<file path="src/design/fault_alert_pkg.sv">
// Purpose: shared constants for the fault, alert and indicator register bank
// Assumes: 8-bit register addresses and data behind an already decoded serial port
// Notes:   offsets are byte addresses of the device register map
package fault_alert_pkg;

  // register addresses
  localparam logic [7:0] ADDR_TRIP_LOG  = 8'h31;  // breaker trip log, read only
  localparam logic [7:0] ADDR_THIRD_STATUS_REG   = 8'h33;  // third status register
  localparam logic [7:0] ADDR_UV_FLAGS  = 8'h35;  // undervoltage flags, clear on read
  localparam logic [7:0] ADDR_OV_FLAGS  = 8'h36;  // overvoltage flags, clear on read
  localparam logic [7:0] ADDR_OCW_FLAGS = 8'h37;  // overcurrent warning flags, clear on read
  localparam logic [7:0] ADDR_BLINK_SET = 8'h43;  // indicator blink and off control
  localparam logic [7:0] ADDR_PHASE_PU  = 8'h44;  // indicator phase and pullup control
  localparam logic [7:0] ADDR_PIN_LEVEL = 8'h45;  // indicator pin level, read only

  // field positions
  localparam int FAST_LSB  = 0;  // fast trip flags in the trip log
  localparam int SLOW_LSB  = 4;  // slow trip flags in the trip log
  localparam int WARN_LSB  = 0;  // warning flags in uv and ov registers
  localparam int CRIT_LSB  = 4;  // critical flags in uv and ov registers
  localparam int OFF_LSB   = 0;  // indicator off bits
  localparam int BLINK_LSB = 4;  // indicator blink bits
  localparam int PU_LSB    = 0;  // indicator weak pullup bits
  localparam int PHASE_LSB = 4;  // indicator blink phase bits
  localparam int ALERT_BIT = 4;  // attention mirror in the third status register

  // reset values
  localparam logic [7:0] RST_BLINK_SET = 8'h0f;  // all indicators off, no blink
  localparam logic [7:0] RST_PHASE_PU  = 8'h00;
  localparam logic [7:0] RST_FLAGS     = 8'h00;

  // timing
  localparam int CLK_PERIOD_NS     = 40;             // 25 MHz core clock
  localparam int BLINK_PERIOD_NS   = 1_000_000_000;  // 1 Hz blink period
  localparam int BLINK_HALF_CYCLES = BLINK_PERIOD_NS / (2 * CLK_PERIOD_NS);

endpackage

</file>
<file path="src/design/fault_alert_indicator_regs.sv">
// Purpose: fault logging, breaker fault and attention outputs, indicator drivers
// Assumes: all event and pin inputs are synchronous to core_clk
// Notes:   register port is the decoded side of the two-wire serial slave
//
// Summary of operation
// - trip log: slow bits 5:4, fast 1:0
// - slow and fast flags set by their comparators
// - breaker fault low is NOR of flags
// - trip flags latch until channel restart or disable
// - overcurrent shutdown pulls breaker fault low
// - no breaker fault for critical uv/ov
// - disabling a channel releases breaker fault
// - attention state mirrored in status bit 4
// - attention low while any flag set
// - off bit one turns indicator driver off while its blink bit is clear
// - blink bit toggles driver at 1 Hz
// - phase bits choose blink phase per indicator
// - pullup bits enable weak pullup when off
// - pin level register read only, bits 3:0
// - disabled indicator pin reads as input
// - uv, ov, overcurrent warnings set flags
`timescale 1ns/1ns
module fault_alert_indicator_regs #(
  parameter int NUM_CH     = 2,                                   // hot-swap channels
  parameter int NUM_IND    = 4,                                   // indicator pins
  parameter int BLINK_HALF = fault_alert_pkg::BLINK_HALF_CYCLES   // cycles per half blink
) (
  // clock and reset
  input  wire logic               core_clk,
  input  wire logic               nrst,
  // register port
  input  wire logic               reg_wr,
  input  wire logic               reg_rd,
  input  wire logic [7:0]         reg_addr,
  input  wire logic [7:0]         reg_wdata,
  output logic      [7:0]         reg_rdata,
  // channel events and state
  input  wire logic [NUM_CH-1:0]  slow_trip_evt,
  input  wire logic [NUM_CH-1:0]  fast_trip_evt,
  input  wire logic [NUM_CH-1:0]  ch_restart,
  input  wire logic [NUM_CH-1:0]  ch_enabled,
  input  wire logic [NUM_CH-1:0]  uv_warn_evt,
  input  wire logic [NUM_CH-1:0]  uv_crit_evt,
  input  wire logic [NUM_CH-1:0]  ov_warn_evt,
  input  wire logic [NUM_CH-1:0]  ov_crit_evt,
  input  wire logic [NUM_CH-1:0]  oc_warn_evt,
  // open-drain breaker fault and attention pins
  output logic      [NUM_CH-1:0]  breaker_fault_n,
  output logic      [NUM_CH-1:0]  breaker_fault_oe,
  output logic                    alert_n,
  output logic                    alert_oe,
  // open-drain indicator pins
  input  wire logic [NUM_IND-1:0] ind_in,
  output logic      [NUM_IND-1:0] ind_out,
  output logic      [NUM_IND-1:0] ind_oe,
  output logic      [NUM_IND-1:0] ind_pullup_en
);
  import fault_alert_pkg::*;

  localparam int CW = $clog2(BLINK_HALF + 1);  // blink divider width

  // fault flag state
  logic [NUM_CH-1:0]  slow_q, slow_d;          // slow trip flags
  logic [NUM_CH-1:0]  fast_q, fast_d;          // fast trip flags
  logic [NUM_CH-1:0]  uv_warn_q, uv_warn_d;    // undervoltage warning flags
  logic [NUM_CH-1:0]  uv_crit_q, uv_crit_d;    // undervoltage critical flags
  logic [NUM_CH-1:0]  ov_warn_q, ov_warn_d;    // overvoltage warning flags
  logic [NUM_CH-1:0]  ov_crit_q, ov_crit_d;    // overvoltage critical flags
  logic [NUM_CH-1:0]  ocw_q, ocw_d;            // overcurrent warning flags
  // control registers
  logic [7:0]         blink_set_q, blink_set_d;  // blink and off bits
  logic [7:0]         phase_pu_q, phase_pu_d;    // phase and pullup bits
  // pin level capture and read data
  logic [NUM_IND-1:0] pin_level_q;             // indicator pin levels
  logic [7:0]         rdata_q, rdata_d;        // registered read answer
  // blink divider
  logic [CW-1:0]      cnt_q, cnt_d;            // half period counter
  logic               blink_clk_q, blink_clk_d;  // internal 1 Hz square wave
  logic               blink_tick;              // one cycle enable each half period
  // decode helpers
  logic [NUM_CH-1:0]  trip_clr;                // restart or disable per channel
  logic               rd_uv, rd_ov, rd_ocw;    // clear-on-read strobes
  logic [NUM_IND-1:0] sink;                    // driver pulling its pin low
  logic [7:0]         third_status;            // assembled status word

  // read-clear strobes; a flag set in the same cycle survives the read
  assign rd_uv  = reg_rd && (reg_addr == ADDR_UV_FLAGS);
  assign rd_ov  = reg_rd && (reg_addr == ADDR_OV_FLAGS);
  assign rd_ocw = reg_rd && (reg_addr == ADDR_OCW_FLAGS);
  // a restart or a disabled channel drops its trip flags
  assign trip_clr = ch_restart | ~ch_enabled;

  // next state of all flags; set wins over every clear
  always_comb begin
    slow_d    = (slow_q & ~trip_clr) | slow_trip_evt;
    fast_d    = (fast_q & ~trip_clr) | fast_trip_evt;
    uv_warn_d = (uv_warn_q & {NUM_CH{~rd_uv}}) | uv_warn_evt;
    uv_crit_d = (uv_crit_q & {NUM_CH{~rd_uv}}) | uv_crit_evt;
    ov_warn_d = (ov_warn_q & {NUM_CH{~rd_ov}}) | ov_warn_evt;
    ov_crit_d = (ov_crit_q & {NUM_CH{~rd_ov}}) | ov_crit_evt;
    ocw_d     = (ocw_q & {NUM_CH{~rd_ocw}}) | oc_warn_evt;
  end

  // flag registers
  always_ff @(posedge core_clk or negedge nrst) begin
    if (!nrst) begin
      slow_q    <= '0;
      fast_q    <= '0;
      uv_warn_q <= '0;
      uv_crit_q <= '0;
      ov_warn_q <= '0;
      ov_crit_q <= '0;
      ocw_q     <= '0;
    end else begin
      slow_q    <= slow_d;
      fast_q    <= fast_d;
      uv_warn_q <= uv_warn_d;
      uv_crit_q <= uv_crit_d;
      ov_warn_q <= ov_warn_d;
      ov_crit_q <= ov_crit_d;
      ocw_q     <= ocw_d;
    end
  end

  // breaker fault follows only the trip flags, so critical uv/ov never drives it
  assign breaker_fault_oe = slow_q | fast_q;
  assign breaker_fault_n  = ~(slow_q | fast_q);
  // attention pin: nor over every flag register
  assign alert_n  = ~|{slow_q, fast_q, uv_warn_q, uv_crit_q,
                       ov_warn_q, ov_crit_q, ocw_q};
  assign alert_oe = ~alert_n;

  // control register writes
  always_comb begin
    blink_set_d = blink_set_q;
    phase_pu_d  = phase_pu_q;
    if (reg_wr && reg_addr == ADDR_BLINK_SET) begin
      blink_set_d = reg_wdata;
    end
    if (reg_wr && reg_addr == ADDR_PHASE_PU) begin
      phase_pu_d = reg_wdata;
    end
  end

  // control registers and pin sampling
  always_ff @(posedge core_clk or negedge nrst) begin
    if (!nrst) begin
      blink_set_q <= RST_BLINK_SET;
      phase_pu_q  <= RST_PHASE_PU;
      pin_level_q <= '0;
    end else begin
      blink_set_q <= blink_set_d;
      phase_pu_q  <= phase_pu_d;
      pin_level_q <= ind_in;
    end
  end

  // 1 Hz divider: one enable pulse per half period toggles the square wave
  always_comb begin
    blink_tick  = (cnt_q == CW'(BLINK_HALF - 1));
    cnt_d       = blink_tick ? '0 : cnt_q + CW'(1);
    blink_clk_d = blink_clk_q ^ blink_tick;
  end

  // divider registers
  always_ff @(posedge core_clk or negedge nrst) begin
    if (!nrst) begin
      cnt_q       <= '0;
      blink_clk_q <= 1'b0;
    end else begin
      cnt_q       <= cnt_d;
      blink_clk_q <= blink_clk_d;
    end
  end

  // per-indicator drivers; blink overrides the off bit
  for (genvar i = 0; i < NUM_IND; i++) begin : g_ind
    always_comb begin
      if (blink_set_q[BLINK_LSB + i]) begin
        // phase 0 sinks during the high half of the square wave
        sink[i] = phase_pu_q[PHASE_LSB + i] ? ~blink_clk_q : blink_clk_q;
      end else begin
        sink[i] = ~blink_set_q[OFF_LSB + i];
      end
    end
    // pullup only makes sense while the driver lets go of the pin
    assign ind_pullup_en[i] = phase_pu_q[PU_LSB + i] & ~sink[i];
  end
  assign ind_oe  = sink;
  assign ind_out = '0;  // open drain: only ever pulls low

  // status word: attention pin level in bit 4
  always_comb begin
    third_status            = 8'h00;
    third_status[ALERT_BIT] = alert_n;
  end

  // read mux; unmapped addresses answer zero
  always_comb begin
    rdata_d = rdata_q;
    if (reg_rd) begin
      rdata_d = 8'h00;
      unique case (reg_addr)
        ADDR_TRIP_LOG: begin
          rdata_d[SLOW_LSB +: NUM_CH] = slow_q;
          rdata_d[FAST_LSB +: NUM_CH] = fast_q;
        end
        ADDR_THIRD_STATUS_REG:   rdata_d = third_status;
        ADDR_UV_FLAGS: begin
          rdata_d[CRIT_LSB +: NUM_CH] = uv_crit_q;
          rdata_d[WARN_LSB +: NUM_CH] = uv_warn_q;
        end
        ADDR_OV_FLAGS: begin
          rdata_d[CRIT_LSB +: NUM_CH] = ov_crit_q;
          rdata_d[WARN_LSB +: NUM_CH] = ov_warn_q;
        end
        ADDR_OCW_FLAGS: rdata_d[WARN_LSB +: NUM_CH] = ocw_q;
        ADDR_BLINK_SET: rdata_d = blink_set_q;
        ADDR_PHASE_PU:  rdata_d = phase_pu_q;
        ADDR_PIN_LEVEL: rdata_d[NUM_IND-1:0] = pin_level_q;
        default:        rdata_d = 8'h00;
      endcase
    end
  end

  // read data holds until the next read
  always_ff @(posedge core_clk or negedge nrst) begin
    if (!nrst) begin
      rdata_q <= RST_FLAGS;
    end else begin
      rdata_q <= rdata_d;
    end
  end
  assign reg_rdata = rdata_q;
endmodule

</file>
<file path="config.mk">
export PLATFORM = sky130hd
export DESIGN_NAME = fault_alert_indicator_regs
export DESIGN_NICKNAME = d
export VERILOG_FILES = /design/src/design/fault_alert_pkg.sv /design/src/design/fault_alert_indicator_regs.sv
export SDC_FILE = /design/constraint.sdc
export NUM_CORES = 1
export LEC_CHECK = 0
export BUFFER_PORTS_ARGS = -buffer_cell sky130_fd_sc_hd__buf_2
export CORE_ASPECT_RATIO = 1.2
export CORE_MARGIN = 2
export CORE_UTILIZATION = 30
export DETAILED_ROUTE_END_ITERATION = 8
export PLACE_DENSITY = 0.56
export SYNTH_ARGS = -nofsm -noshare
export SYNTH_HDL_FRONTEND = slang
export SYNTH_SLANG_ARGS = --single-unit
</file>
<file path="constraint.sdc">
create_clock -name core_clk -period 1.9 [get_ports core_clk]
set_input_delay 0.38 -clock core_clk [delete_from_list [all_inputs] [get_ports core_clk]]
set_output_delay 0.38 -clock core_clk [all_outputs]
set_load 0.02 [all_outputs]
</file>
==> out/metrics.cfg, run 1 <==
[sta]
fmax_mhz = 537.6
period_needed_ps = 1860
hold_viol_final = 0
fin_crit_sh_pct = 97.90
fin_worst_skew_ps = 4.029
setup_viol = 0
finalMaxSlewViolations = 0
rsz0062_at_grt = true

[floorplan]
start_util_pct = 30.92
die_area_sq_um = 11690
die_x_um = 99.04
die_h_um = 118.1
std_cell_rows = 41
io_pins = 68
coreArea_sq_um = 10520

[cts]
cts_sinks = 67
cts_root_buf = clkbuf_16
clk_pin_slew_worst_paths_ps = 50
cts-htree-levels = 3
clk_latency_ps = 330
clockBufferDepth = 2
cts_tree = built
cts_hold_buf = 0
cts_buffers = 9

[global_routing]
overflow = 0
grt_use_total_pct = 14.17
first_global_vias = 2631
grt_pass1_wl_mm = 12.96
grt_max_degree = 40
antenna_found_initial = 1

[worst_setup_path]
cp_max_fo = 3
timing.critical_path.cells = nor4_2 -> and4_1 -> buf_2
max_stage_delay_ps = 410
cp.required_ps = 1520
startpoint_type = register
arrival_ps = 1480
cp_slowest_cell = dfrtp_1
path_class = register to output port
endpoint_kind = output port

[power]
intPower_w = 0.002599
p_leak_nw = 1.932
powerDensity_nw_per_um2 = 795.3
sw_frac_of_total_pct = 22.47
finalPower_w = 0.003352
p_seq_share_pct = 44.6
p_comb_share_pct = 7.6
clock_power_share_pct = 47.8
p_switching_w = 0.0007533
peakVddDrop_mv = 0.3332

[route]
drtIter0Drc = 85
wirelength_mm = 7.738
routedWlPerCell_um = 15.11
firstDrtPassIters = 4
antenna_left = 0
drt-vias-per-instance = 4.947
drc = 0
dr_total_vias = 2533

[final_layout]
antenna_cells = 0
layout-drive-gt1-share_pct = 36.29
area_delta_synth_final_pct = 29.63
fillers = 1034
post-route-util_pct = 40.08
nets = 421

[yosys]
synth-seq-cells = 67
synth.distinct_cells = 50
synth_ff_type = dfrtp_1
yosysWarnings = 0
syn_area_sq_um = 3252
synth.avg_cell_area_sq_um = 11.41
synth_top_area_share_pct = 48.48
async_flop_share_pct = 100.0
synth_edf_count = 0
ys_seq_area_share_pct = 51.71
synth_top_area_cell = dfrtp_1
synth_area_leaders = dfrtp_1 48%, xor2_1 4.0%, mux2_4 3.7%, a21o_1 3.2%, dfstp_2 3.2%
syn_inst = 285

[placement]
gp_congestion = 0.8247
dp_hpwl_mm = 5.769
portBuffers = 63

[job]
drv_cap = 0

[run_status]
outcome = finished, final reports clean

[worst_hold_path]
hp-class = input port to asynchronous set/reset pin

## cell usage in the layout, fill, tap and decap left out, drive strengths merged, types with 2 or more instances in the layout
master / instances
a32oi: 2
nand4: 8
xor2: 15
mux2i: 4
a2bb2oi: 2
nor2: 23
conb: 4
nand3: 12
a21o: 14
o311ai: 2
and3: 4
nand2: 12
nand3b: 2
o22ai: 2
nor3: 7
xnor2: 10
a22oi: 11
nand2b: 2
or2: 2
dfrtp: 63
o21ai: 7
dfstp: 4
a22o: 3
clkbuf: 15
or3b: 2
buf: 92
nor2b: 9
a21oi: 3
mux2: 18
and4: 3
nor4: 8
inv: 8
nand4bb: 3
## layout make-up
class                           instances  area [sq um]  share of cell area (%)
Clock buffer                           15         287.8                   6.827
Clock inverter                          1         5.005                  0.1187
Inverter                                8         30.03                  0.7124
Multi-Input combinational cell        200          1503                   35.65
Sequential cell                        67          1684                   39.95
Tap cell                              129         161.4                   3.829
Timing Repair Buffer                   92         544.3                   12.91
## layer usage
metal,vias to the layer above,part of all wire (%),global-route usage (%)
met3,17,5.1,3.444
met4,2,2.4,7.534
met1,1236,42,17.25
met5,-,0.12,0
met2,63,50,22.97
li1,1215,-,-
## metrics by stage
step	TNS (ps)	worst slack, ps	hold WS [ps]	cell area (sq um)	instances
floorplan	0	39.92	84.41	3263	288
global placement	-175.7	-34.09	447.1	3825	489
detailed placement	-262.0	-61.84	454.1	3825	489
CTS	0	0.5929	97.37	4144	508
global route	-122.6	-54.98	129.9	4215	512
finish	0	39.84	85.23	4215	512
## worst max-delay path, delay by kind of cell (launching register included)
| kind | cells | cell delay [ps] |
|---|---|---|
| and+or+nand+nor | 2 | 550 |
| buffers and inverters | 1 | 180 |
| DFF | 1 | 410 |
## synth_stat cells (8+ instances only)
cell,count
inv_1,8
xor2_1,15
nor2_1,23
nand4_1,8
nor2b_1,9
a21o_1,14
nand3_1,12
nand2_1,10
mux2_4,8
a22oi_1,11
xnor2_1,10
dfrtp_1,63
## registers in the layout (all words and copies together), names as in the netlist
name,flops
blink_clk_q,1
blink_set_q,8
cnt_q,24
fast_q,2
ocw_q,2
ov_crit_q,2
ov_warn_q,2
phase_pu_q,8
pin_level_q,4
reg_rdata,8
slow_q,2
uv_crit_q,2
uv_warn_q,2
## logic make-up (layout without fill, tap and decap cells)
kind of cell             after synthesis  count (layout)  synth area share [%]
other                                  1               4                0.1153
multiplexers                          22              22                 8.388
adder cells (fa/ha/maj)                1               1                0.3847
AND/OR/NAND/NOR                       98              98                 18.24
XOR/XNOR                              25              25                 6.733
flip-flops                            67              67                 51.71
AO/OA/AOI/OAI                         50              50                 11.04
buffers and inverters                 21             116                 3.386
## power by group through the flow
stage / combinational (W) / sequential, W / clock [W]
after floorplan: 0.000117 / 0.00151 / 0
after global placement: 0.000248 / 0.00152 / 0
final: 0.000256 / 0.00149 / 0.00160
after global routing: 0.000282 / 0.00150 / 0.00171
after CTS: 0.000256 / 0.00149 / 0.00165
after detailed placement: 0.000251 / 0.00152 / 0
## worst paths after layout
| kind | end | slack [ps] | startpoint | cells after the start |
|---|---|---|---|---|
| max in group asynchronous | blink_clk_q | 1400 | nrst | 2 |
| min reg2reg | cnt_q[0] | 480 | cnt_q[0] | 1 |
| min in group core_clk | pin_level_q[0] | 160 | ind_in[0] | 1 |
| min | phase_pu_q[2] | 90 | nrst | 2 |
| max reg2reg | reg_rdata[4] | 180 | ov_warn_q[0] | 5 |
| max | alert_n | 40 | ov_warn_q[0] | 3 |
## timing repair
item                       in CTS  in global routing
hold endpoints to repair        0                  0
setup endpoints to repair       1                  5
setup buffers                   3                  4
resized for setup               2                 11
pin swaps                       0                  2
Note: power is estimated with default switching activity, not from simulation.
==> inputs of run 2 (changes only) <==
--- a/config.mk
+++ b/config.mk
@@ -5,12 +5,13 @@
 export SDC_FILE = /design/constraint.sdc
 export NUM_CORES = 1
 export LEC_CHECK = 0
+export ABC_AREA = 1
 export BUFFER_PORTS_ARGS = -buffer_cell sky130_fd_sc_hd__buf_2
 export CORE_ASPECT_RATIO = 1.2
 export CORE_MARGIN = 2
 export CORE_UTILIZATION = 30
 export DETAILED_ROUTE_END_ITERATION = 8
-export PLACE_DENSITY = 0.56
+export PLACE_DENSITY = 0.55
 export SYNTH_ARGS = -nofsm -noshare
 export SYNTH_HDL_FRONTEND = slang
 export SYNTH_SLANG_ARGS = --single-unit
==> run 2 against run 1 <==
Compared with the run above: wire length up 17%; non-clock buffer count shrank 22; first-iteration DRC count grew 40%; global-route usage up 0.80 points; sequential share of layout area is 2.2 points lower; fmax grew 2.7%; register-to-register slack improved by 140 ps; cell count is 36% higher; worst hold slack gained 70 ps; clock-buffer cell count down 4; clock skew is essentially flat; critical endpoint is now ind_pullup_en[1].
==> out/metrics.cfg, run 2 <==
[run_status]
outcome = finished, final reports clean

[floorplan]
io_pins = 68
die_area_sq_um = 13010
die_x_um = 104.4
coreArea_sq_um = 11950
std_cell_rows = 44
die_h_um = 124.5
start_util_pct = 30.40

[yosys]
yosysWarnings = 0
syn_area_sq_um = 3632
synth_area_leaders = dfrtp_1 43%, nand2_1 11%, nor2_1 7.6%, nand3_1 6.6%, inv_1 5.5%
ys_seq_area_share_pct = 46.30
synth.most_common_cell = nand2_1
synth_edf_count = 0
synth-seq-cells = 67
synth_top_area_cell = dfrtp_1
async_flop_share_pct = 100.0
synth.distinct_cells = 32
synth_top_area_share_pct = 43.40
synth_commonest_cells = 106 x nand2_1, 74 x nor2_1, 63 x dfrtp_1
synth.avg_cell_area_sq_um = 7.896
syn_inst = 460
synth_ff_type = dfrtp_1

[route]
wirelength_mm = 9.046
dr_total_vias = 3166
routedWlPerCell_um = 12.96
drtIter0Drc = 119
drc = 0
antenna_left = 0
drt-vias-per-instance = 4.536
firstDrtPassIters = 6

[cts]
cts_tree = built
clockBufferDepth = 2
cts_sinks = 67
clk_pin_slew_worst_paths_ps = 60
cts_root_buf = clkbuf_16
cts-htree-levels = 3
cts_buffers = 9
clk_latency_ps = 330

[power]
peakVddDrop_mv = 0.3668
p_leak_nw = 2.299
powerDensity_nw_per_um2 = 788.7

[worst_setup_path]
timing.critical_path.cells = xor2_1 -> nand2_1 -> o21ai_1 -> nor2_1 -> buf_2
path_class = register to output port
critPathTopFamily = flip-flops
cp_slowest_cell = dfrtp_2
cp_max_fo = 5
max_stage_delay_ps = 450
cp.required_ps = 1520
startpoint_type = register
path_buf_inv = 1
arrival_ps = 1430
endpoint_kind = output port

[sta]
fmax_mhz = 551.9
rsz0062_at_grt = false
fin_crit_sh_pct = 95.36
period_needed_ps = 1812
hold_viol_final = 0
setup_viol = 0
tns_ps = 0
finalMaxSlewViolations = 0
fin_worst_skew_ps = 3.707

[placement]
gp_congestion = 0.8830
portBuffers = 63
dpl.cell_count = 680
dp_hpwl_mm = 6.971

[final_layout]
area_delta_synth_final_pct = 22.80
nets = 575
top_register = cnt_q
largest_register_ffs = 24
layout-drive-gt1-share_pct = 22.16
mostFrequentLayoutCells = 106 x nand2_1, 73 x nor2_1, 62 x dfrtp_1, 62 x buf_2, 53 x inv_1
final_common_cell = nand2_1
antenna_cells = 0
fillers = 1246
final_cells = 698

[global_routing]
grt_pass1_wl_mm = 15.58
grt_use_total_pct = 14.97
grt_max_degree = 55
antenna_found_initial = 0
overflow = 0
first_global_vias = 3198

[job]
drv_cap = 0

[worst_hold_path]
hp-class = input port to register

[run 2: path summary, 6_finish.rpt]
check | startpoint | to | slack [ps] | cells past startpoint
worst max-delay path | blink_clk_q | ind_pullup_en[1] | 90 | 5
worst min-delay path | ind_in[1] | pin_level_q[1] | 150 | 1
worst max register to register | cnt_q[0] | cnt_q[5] | 320 | 8
worst min register to register | reg_rdata[1] | reg_rdata[1] | 470 | 2
max in group asynchronous | nrst | blink_set_q[3] | 750 | 3
min in group asynchronous | nrst | cnt_q[11] | 500 | 2
[run 2: stage by stage]
step	worst slack, ps	power, W	instance area [sq um]	utilization [%]	hold WS, ps
floorplan	162.5	0.001648	3643	-	84.41
CTS	54.77	0.003570	4448	37.23	144.8
global route	2.486	0.003674	4461	37.34	144.1
global placement	288.6	0.001779	4126	34.54	324.8
finish	88.14	0.003518	4461	37.34	154.9
detailed placement	271.7	0.001783	4126	34.54	325.8
[run 2: power by group]
group	internal [W]	switching, W	leakage (nW)
sequential	0.00147	0.0000255	0.807
clock	0.00114	0.000615	0.150
combinational	0.0000914	0.000173	1.34
[run 2: logic make-up after synthesis]
| family | count (synthesis) | share of synthesized area [%] |
|---|---|---|
| other | 1 | 0.1032 |
| AND/OR/NAND/NOR | 275 | 35.41 |
| flip-flops | 67 | 46.30 |
| AO/OA/AOI/OAI | 35 | 6.200 |
| XOR/XNOR | 16 | 3.858 |
| buffers and inverters | 65 | 7.785 |
| adder cells (fa/ha/maj) | 1 | 0.3444 |
[run 2: routing by layer]
metal  routed length (um)  GRT usage [%]  vias to the layer above
li1                     -              -                     1597
met1                 3954          18.27                     1484
met2                 4483          25.34                       73
met3                  446          3.977                       12
met4                  160          5.326                        0
met5                    0              0                        -
[run 2: what timing repair did]
item / CTS / global route
setup endpoints to repair: 1 / 4
endpoints found under the hold margin: 13 / 0
pin swaps: 0 / 0
hold buffers: 1 / 0
setup buffers: 0 / 1
gates resized for setup: 2 / 2
[run 2: cell type report]
class / count / area, sq um / share of cell area (%)
well taps: 161 / 201.4 / 4.516
multi-input cells: 331 / 1682 / 37.70
inverters: 53 / 198.9 / 4.460
flip-flops and latches: 67 / 1683 / 37.73
clock inverters: 5 / 77.57 / 1.739
repair buffers: 70 / 385.4 / 8.640
clock buffers: 11 / 232.7 / 5.217
